===== config.mk =====
export PLATFORM = sky130hd
export DESIGN_NAME = t8pwm_timer
export DESIGN_NICKNAME = d
export VERILOG_FILES = /design/src/logic/t8pwm_timer.v
export VERILOG_INCLUDE_DIRS = /design/src /design/src/logic
export SDC_FILE = /design/constraint.sdc
export NUM_CORES = 1
export LEC_CHECK = 0
export BUFFER_PORTS_ARGS = -buffer_cell sky130_fd_sc_hd__buf_2
export CORE_ASPECT_RATIO = 2
export CORE_UTILIZATION = 55
export DETAILED_ROUTE_END_ITERATION = 6
export PLACE_DENSITY = 0.73
export REMOVE_ABC_BUFFERS = 1
export SLEW_MARGIN = 20
export SYNTH_ARGS = -nofsm -noshare
export SYNTH_HDL_FRONTEND = slang
export SYNTH_SLANG_ARGS = --single-unit
export TNS_END_PERCENT = 10

===== constraint.sdc =====
create_clock -name sys_clk -period 7.36 [get_ports sys_clk]
set_input_delay 0.736 -clock sys_clk [delete_from_list [all_inputs] [get_ports sys_clk]]
set_output_delay 0.736 -clock sys_clk [all_outputs]
set_load 0.01 [all_outputs]

===== src/logic/t8pwm_consts.vh =====
// Constants for the 8-bit timer/counter with two compare channels.
// Assumes a register port with byte data and one-cycle read latency.
// Functional notes
// - Mode is high bit plus two low bits
// - Normal TOP FF, match-clear TOP compare A
// - Phase-correct: TOP per mode, load TOP, overflow BOTTOM
// - Fast PWM: load BOTTOM, overflow MAX or TOP
// - MAX is FF, BOTTOM is 00
// - Reserved bits read as zero
// - Force strobe matches channel in non-PWM modes
// - Forced match sets no flag, no clear
// - Force bits are strobes, read zero
// - Clock select: direct or prescaler taps
// - Select zero stops the counter
// - Codes 110/111 count falling/rising pin edges
// - Pin edges count even when pin drives
// - Counter write blocks next compare match
// - Two 8-bit compares checked continuously
// - Request needs enable, flag, global enable
// - Flags set on match and overflow
// - Flags clear on vector acknowledge
// - Writing one clears flag, zero keeps
// - Bit 2 B, bit 1 A, bit 0 overflow
// - Non-PWM output modes: off, toggle, low, high
`ifndef T8PWM_CONSTS_VH
`define T8PWM_CONSTS_VH
`define T8_ADDR_CTRL_A   3'h0
`define T8_ADDR_CTRL_B   3'h1
`define T8_ADDR_COUNT    3'h2
`define T8_ADDR_CMP_A    3'h3
`define T8_ADDR_CMP_B    3'h4
`define T8_ADDR_MASK     3'h5
`define T8_ADDR_FLAGS    3'h6
`define T8_MAX           8'hFF
`define T8_BOTTOM        8'h00
`define T8_BIT_OVF       0
`define T8_BIT_CMPA      1
`define T8_BIT_CMPB      2
`define T8_BIT_FORCE_A   7
`define T8_BIT_FORCE_B   6
`define T8_BIT_WM_HIGH   3
`define T8_DIV8          10'h007
`define T8_DIV64         10'h03F
`define T8_DIV256        10'h0FF
`define T8_DIV1024       10'h3FF
`endif


===== src/logic/t8pwm_timer.v =====
// 8-bit timer/counter: registers, clock select, counter, compares, flags.
// Assumes one sys_clk; ext_count_pin is asynchronous and is synchronised here.
//
// Design decisions made here: the address map and the plain strobed port.
`timescale 1ns/1ps
`include "t8pwm_consts.vh"
module t8pwm_timer
(
	input  wire       sys_clk,
	input  wire       reset_n,
	input  wire [2:0] reg_addr,
	input  wire [7:0] reg_wdata,
	input  wire       reg_wr,
	input  wire       reg_rd,
	output reg  [7:0] reg_rdata,
	input  wire       ext_count_pin,
	input  wire       global_irq_en,
	input  wire [2:0] irq_ack,
	output wire [2:0] irq_req,
	output reg        wave_out_a,
	output reg        wave_out_b,
	output wire       wave_en_a_n,
	output wire       wave_en_b_n
);
	reg  [7:0] ctrl_a_reg;
	reg  [3:0] ctrl_b_reg;
	reg  [7:0] count_reg;
	reg  [7:0] cmp_a_reg;
	reg  [7:0] cmp_b_reg;
	reg  [7:0] cmp_a_buf_reg;
	reg  [7:0] cmp_b_buf_reg;
	reg  [2:0] mask_reg;
	reg  [2:0] flags_reg;
	reg  [9:0] presc_reg;
	reg        down_reg;
	reg        block_reg;
	reg        pin_s1_reg;
	reg        pin_s2_reg;
	reg        pin_s3_reg;
	reg  [2:0] flags_next;
	reg  [7:0] count_next;
	reg        tick;
	wire [2:0] wave_mode;
	wire [2:0] clk_source_sel;
	wire [1:0] out_mode_a;
	wire [1:0] out_mode_b;
	wire       pwm_mode;
	wire       phase_mode;
	wire [7:0] top_value;
	wire       at_top;
	wire       at_bottom;
	wire       match_a;
	wire       match_b;
	wire       ovf_event;
	wire       load_buf;
	wire       force_a;
	wire       force_b;
	wire       wr_ctrl_b;
	wire       wr_count;

	// Waveform output step for a match; PWM variants are not modelled here
	function out_step;
		input [1:0] mode;
		input       cur;
		begin
			case (mode)
				2'b01:   out_step = ~cur;
				2'b10:   out_step = 1'b0;
				2'b11:   out_step = 1'b1;
				default: out_step = cur;
			endcase
		end
	endfunction

	assign wave_mode      = {ctrl_b_reg[`T8_BIT_WM_HIGH], ctrl_a_reg[1:0]};
	assign clk_source_sel = ctrl_b_reg[2:0];
	assign out_mode_a     = ctrl_a_reg[7:6];
	assign out_mode_b     = ctrl_a_reg[5:4];
	assign pwm_mode       = (wave_mode != 3'h0) && (wave_mode != 3'h2);
	assign phase_mode     = (wave_mode == 3'h1) || (wave_mode == 3'h5);
	// Modes 4 and 6 are left to software to avoid; they fall to TOP FF here
	assign top_value = (wave_mode == 3'h2 || wave_mode == 3'h5 || wave_mode == 3'h7)
		? cmp_a_reg : `T8_MAX;
	assign at_top    = (count_reg == top_value);
	assign at_bottom = (count_reg == `T8_BOTTOM);
	// Non-PWM modes compare the live value, PWM modes the buffered one
	assign match_a = (count_reg == (pwm_mode ? cmp_a_buf_reg : cmp_a_reg)) && !block_reg;
	assign match_b = (count_reg == (pwm_mode ? cmp_b_buf_reg : cmp_b_reg)) && !block_reg;
	assign ovf_event = tick && (phase_mode ? (at_bottom && down_reg)
		: (wave_mode == 3'h7) ? at_top
		: (count_reg == `T8_MAX));
	assign load_buf = tick && (phase_mode ? at_top : at_bottom);
	assign wr_ctrl_b = reg_wr && (reg_addr == `T8_ADDR_CTRL_B);
	assign wr_count  = reg_wr && (reg_addr == `T8_ADDR_COUNT);
	assign force_a = wr_ctrl_b && reg_wdata[`T8_BIT_FORCE_A] && !pwm_mode;
	assign force_b = wr_ctrl_b && reg_wdata[`T8_BIT_FORCE_B] && !pwm_mode;
	assign irq_req = mask_reg & flags_reg & {3{global_irq_en}};
	assign wave_en_a_n = (out_mode_a == 2'b00);
	assign wave_en_b_n = (out_mode_b == 2'b00);

	// Timer clock enable; pin path uses third stage for edges only
	always @*
	begin
		case (clk_source_sel)
			3'h0:    tick = 1'b0;
			3'h1:    tick = 1'b1;
			3'h2:    tick = ((presc_reg & `T8_DIV8) == `T8_DIV8);
			3'h3:    tick = ((presc_reg & `T8_DIV64) == `T8_DIV64);
			3'h4:    tick = ((presc_reg & `T8_DIV256) == `T8_DIV256);
			3'h5:    tick = (presc_reg == `T8_DIV1024);
			3'h6:    tick = pin_s3_reg && !pin_s2_reg;
			default: tick = !pin_s3_reg && pin_s2_reg;
		endcase
	end

	always @*
	begin
		count_next = count_reg;
		if (tick)
		begin
			if (phase_mode)
			begin
				// Turn round at BOTTOM instead of wrapping to FF
				if (down_reg && !at_bottom)
					count_next = count_reg - 8'h01;
				else if (at_top)
					count_next = count_reg - 8'h01;
				else
					count_next = count_reg + 8'h01;
			end
			else if (at_top)
				count_next = `T8_BOTTOM;
			else
				count_next = count_reg + 8'h01;
		end
	end

	// Set wins over both clear paths
	always @*
	begin
		flags_next = flags_reg & ~irq_ack;
		if (reg_wr && reg_addr == `T8_ADDR_FLAGS)
			flags_next = flags_next & ~reg_wdata[2:0];
		if (tick && match_a)
			flags_next[`T8_BIT_CMPA] = 1'b1;
		if (tick && match_b)
			flags_next[`T8_BIT_CMPB] = 1'b1;
		if (ovf_event)
			flags_next[`T8_BIT_OVF] = 1'b1;
	end

	always @(posedge sys_clk)
	begin
		if (!reset_n)
		begin
			ctrl_a_reg    <= 8'h00;
			ctrl_b_reg    <= 4'h0;
			count_reg     <= 8'h00;
			cmp_a_reg     <= 8'h00;
			cmp_b_reg     <= 8'h00;
			cmp_a_buf_reg <= 8'h00;
			cmp_b_buf_reg <= 8'h00;
			mask_reg      <= 3'h0;
			flags_reg     <= 3'h0;
			presc_reg     <= 10'h000;
			down_reg      <= 1'b0;
			block_reg     <= 1'b0;
			pin_s1_reg    <= 1'b0;
			pin_s2_reg    <= 1'b0;
			pin_s3_reg    <= 1'b0;
			wave_out_a    <= 1'b0;
			wave_out_b    <= 1'b0;
			reg_rdata     <= 8'h00;
		end
		else
		begin
			pin_s1_reg <= ext_count_pin;
			pin_s2_reg <= pin_s1_reg;
			pin_s3_reg <= pin_s2_reg;
			// Free-running prescaler shared by all taps
			presc_reg <= presc_reg + 10'h001;
			flags_reg <= flags_next;
			if (wr_count)
			begin
				count_reg <= reg_wdata;
				block_reg <= 1'b1;
			end
			else
			begin
				count_reg <= count_next;
				if (tick)
					block_reg <= 1'b0;
			end
			if (tick && phase_mode)
			begin
				if (at_top)
					down_reg <= 1'b1;
				else if (at_bottom)
					down_reg <= 1'b0;
			end
			else if (!phase_mode)
				down_reg <= 1'b0;
			if (load_buf || !pwm_mode)
			begin
				cmp_a_buf_reg <= cmp_a_reg;
				cmp_b_buf_reg <= cmp_b_reg;
			end
			// Non-PWM output update; force bypasses flags and counter clear
			if (!pwm_mode && (force_a || (tick && match_a)))
				wave_out_a <= out_step(out_mode_a, wave_out_a);
			if (!pwm_mode && (force_b || (tick && match_b)))
				wave_out_b <= out_step(out_mode_b, wave_out_b);
			if (reg_wr)
			begin
				if (reg_addr == `T8_ADDR_CTRL_A)
					ctrl_a_reg <= {reg_wdata[7:4], 2'b00, reg_wdata[1:0]};
				else if (reg_addr == `T8_ADDR_CTRL_B)
					ctrl_b_reg <= reg_wdata[3:0];
				else if (reg_addr == `T8_ADDR_CMP_A)
					cmp_a_reg <= reg_wdata;
				else if (reg_addr == `T8_ADDR_CMP_B)
					cmp_b_reg <= reg_wdata;
				else if (reg_addr == `T8_ADDR_MASK)
					mask_reg <= reg_wdata[2:0];
			end
			reg_rdata <= 8'h00;
			if (reg_rd)
			begin
				if (reg_addr == `T8_ADDR_CTRL_A)
					reg_rdata <= ctrl_a_reg;
				else if (reg_addr == `T8_ADDR_CTRL_B)
					reg_rdata <= {4'h0, ctrl_b_reg};
				else if (reg_addr == `T8_ADDR_COUNT)
					reg_rdata <= count_reg;
				else if (reg_addr == `T8_ADDR_CMP_A)
					reg_rdata <= cmp_a_reg;
				else if (reg_addr == `T8_ADDR_CMP_B)
					reg_rdata <= cmp_b_reg;
				else if (reg_addr == `T8_ADDR_MASK)
					reg_rdata <= {5'h00, mask_reg};
				else if (reg_addr == `T8_ADDR_FLAGS)
					reg_rdata <= {5'h00, flags_reg};
			end
		end
	end
endmodule

==> results.toml <==
[global_route]
antenna_found_initial = 0
grt_pass1_vias = 4019
use_met1_pct = 34.8
grt_first_pass_wirelength_um = 20700
grt.met3_usage_pct = 6.42
grt_start_max_net_pins = 91
track_usage_pct = 31.3
grt-busiest-layer = "met2"
grt.overflow.total = 0
grtUsageMet2_pct = 51.0

[routing]
wire_per_inst_um = 19.6
drt_pass1_iterations = 5
drtIter0Drc = 437
drc = 0
wl_um = 13200
final_antenna_net_count = 0
vias = 4231
vias_per_cell = 6.28

[sta]
setup_viol = 0
timing.setup.tns_ns = 0
period_needed_ns = 3.11
drv_slew = 0
hold_viol = 0
rsz0062_at_grt = "no"
post-route-period-util_pct = 42.3
finClkSkew_ns = 0.00769
worst_slew_pin_slew_ns = 0.913
fmax_mhz = 321
maxSlewHeadroom_pct = 38.9

[synth]
netlist_area_sq_mm = 0.00473
seq_area_frac_synth_pct = 34.3
synthFlopType = "dfxtp_1"
ys_ff_latch = 81
synth_xor_area_share_pct = 5.56
yosysWarnings = 0
async_flop_share_pct = 0
synth_fa_ha_area_share_pct = 1.06
avgSynthCellArea_sq_um = 8.30
synth_simple_gate_area_share_pct = 25.8
synth_edf_count = 0
synth_mux_area_share_pct = 13.5
synth_compound_area_share_pct = 15.4
synth_cell_types = 58
synth_top_family_by_area = "simple AND/OR/NAND/NOR gates"
synthCells = 570

[finish]
drive_gt1_share_pct = 11.3
diodes = 0
final_area_sq_mm = 0.00510
nets = 596
register_area_sq_mm = 0.00162
syn_to_final_growth_pct = 7.89
n_fill_cell = 758
multi_input_area_sq_mm = 0.00290
largest_reg_flops = 10

[clocking]
numCtsBuffers = 9
cts_tree = "yes"
h-tree-depth = 3
cts_buffer_depth = 2
clkTransAtPathRegs_ns = 0.06
post_cts_buffers = 0
clockRootBuffer = "clkbuf_16"
clock_sinks = 81
holdBufCountCts = 0
cts_resized = 0
clock_latency_ns = 0.34

[die]
std_cell_rows = 47
start_util_pct = 57.0
dieArea_sq_mm = 0.00899
chipHeight_um = 133
fp.dieW_um = 67.6
boundaryPins = 35
core_sq_mm = 0.00829

[power_and_ir_drop]
swShare_pct = 26.1
p_seq_share_pct = 48.2
p_int_w = 0.000712
p_per_area_mw_per_mm2 = 189
pwr-share-comb_pct = 9.7
leakage_nw = 1.98
switching_power_w = 0.000251
clkPwrFrac_pct = 42.0
ir_drop_mv = 0.136
total_power_w = 0.000964

[critical_path]
critPathLaunchType = "flop"
worstSetupPathType = "flop to flop"
crit_arrival_ns = 3.30
crit_path_end_kind = "flop"
critPathMaxFanout = 18
cp_data_required_time_ns = 7.55

[outcome]
outcome = "completed"

[worst_hold_path]
min_path_type = "flop to flop"

[placed_design]
port_buffers = 34
dp_hpwl_um = 9370
routabilityCongestion = 0.932
place_area_sq_mm = 0.00483

[flow_run]
cap_violations = 0
==> worst max-delay path, stage by stage (launching register included) <==
cell	delay [ns]
dfxtp_1	0.71
nand2_1	0.33
a2111oi_0	0.49
a311o_1	0.17
and4_1	0.62
a31oi_4	0.40
mux2i_1	0.22
==> cell type report <==
class	instances	area share, %
inverter	4	0.294
clock inverter	6	0.711
multi-input combinational	441	56.9
tap	98	2.40
timing repair buffer	35	3.48
clock buffer	9	4.42
sequential	81	31.8
==> Yosys cell counts (all sizes together), types with 3 or more instances <==
master | instances | share of area, %
nand2 | 101 | 8.0
dfxtp | 81 | 34
mux2i | 58 | 12
clkbuf | 28 | 2.2
nor2 | 26 | 2.1
xnor2 | 20 | 3.7
a21boi | 19 | 3.0
nor2b | 19 | 2.5
o21ai | 19 | 2.0
nand3 | 17 | 1.8
nor3 | 17 | 1.8
buf | 16 | 1.9
a21oi | 15 | 1.6
and2 | 15 | 2.0
and3 | 10 | 1.3
xor2 | 10 | 1.9
nand2b | 7 | 0.93
or2 | 7 | 0.93
a311o | 5 | 1.1
nor4 | 5 | 0.66
o21a | 5 | 0.82
o221ai | 5 | 0.93
a2111oi | 4 | 0.74
a221oi | 4 | 0.74
a31oi | 4 | 0.85
ha | 4 | 1.1
inv | 4 | 0.32
nand3b | 4 | 0.64
o211ai | 4 | 0.64
o22a | 4 | 0.74
or4b | 4 | 0.85
nand4b | 3 | 0.56
o31a | 3 | 0.56
o31ai | 3 | 0.48
or3 | 3 | 0.40
==> routing by layer <==
layer | wire (um) | vias up
met4 | 894 | 0
li1 | - | 2004
met1 | 4690 | 2013
met3 | 737 | 55
met2 | 6900 | 159
met5 | 0 | -
==> cells by family (layout without fill, tap and decap cells) <==
family	Yosys count	in the layout
buf+inv	48	54
fa+ha+maj	4	4
xor+xnor	30	30
compound gates	101	101
mux	61	61
flops	81	81
simple gates	245	245
==> power by group through the flow <==
stage          Clock [W]  Sequential [W]  Combinational, W
2_1_floorplan          0        0.000469         0.0000567
3_3_place_gp           0        0.000473         0.0000913
3_5_place_dp           0        0.000474         0.0000927
4_1_cts         0.000409        0.000464         0.0000934
5_1_grt         0.000425        0.000466          0.000102
6_report        0.000405        0.000465         0.0000939
==> per-stage QoR <==
stage,hold WS [ns],setup WS [ns],instances,util [%]
after CTS,0.459,4.20,674,61.5
after floorplan,0.412,4.86,526,-
final,0.455,4.25,674,61.5
after global routing,0.483,4.07,674,61.5
after detailed placement,0.438,4.28,659,58.3
after global placement,0.423,4.29,659,58.3
==> path summary, 6_finish.rpt <==
path            startpoint               end  slack [ns]  cells past startpoint
min reg2reg     pin_s1_reg        pin_s2_reg        0.45                      1
max          ctrl_a_reg[0]  cmp_a_buf_reg[0]        4.25                      6
max reg2reg  ctrl_a_reg[0]  cmp_a_buf_reg[0]        4.25                      6
min             pin_s1_reg        pin_s2_reg        0.45                      1
==> cell usage in the layout, fill, tap and decap left out, drive strengths merged, types with 3 or more instances in the layout <==
cell and count:
a2111oi 4, a21boi 19, a21oi 15, a221oi 4, a311o 5, a31oi 4, and2 15, and3 10
buf 35, clkbuf 9, clkinv 5, dfxtp 81, ha 4, inv 4, mux2i 58, nand2 101
nand2b 7, nand3 17, nand3b 4, nand4b 3, nor2 26, nor2b 19, nor3 17, nor4 5
o211ai 4, o21a 5, o21ai 19, o221ai 5, o22a 4, o31a 3, o31ai 3, or2 7
or3 3, or4b 4, xnor2 20, xor2 10
No activity file was read; power rests on OpenSTA's default activity.
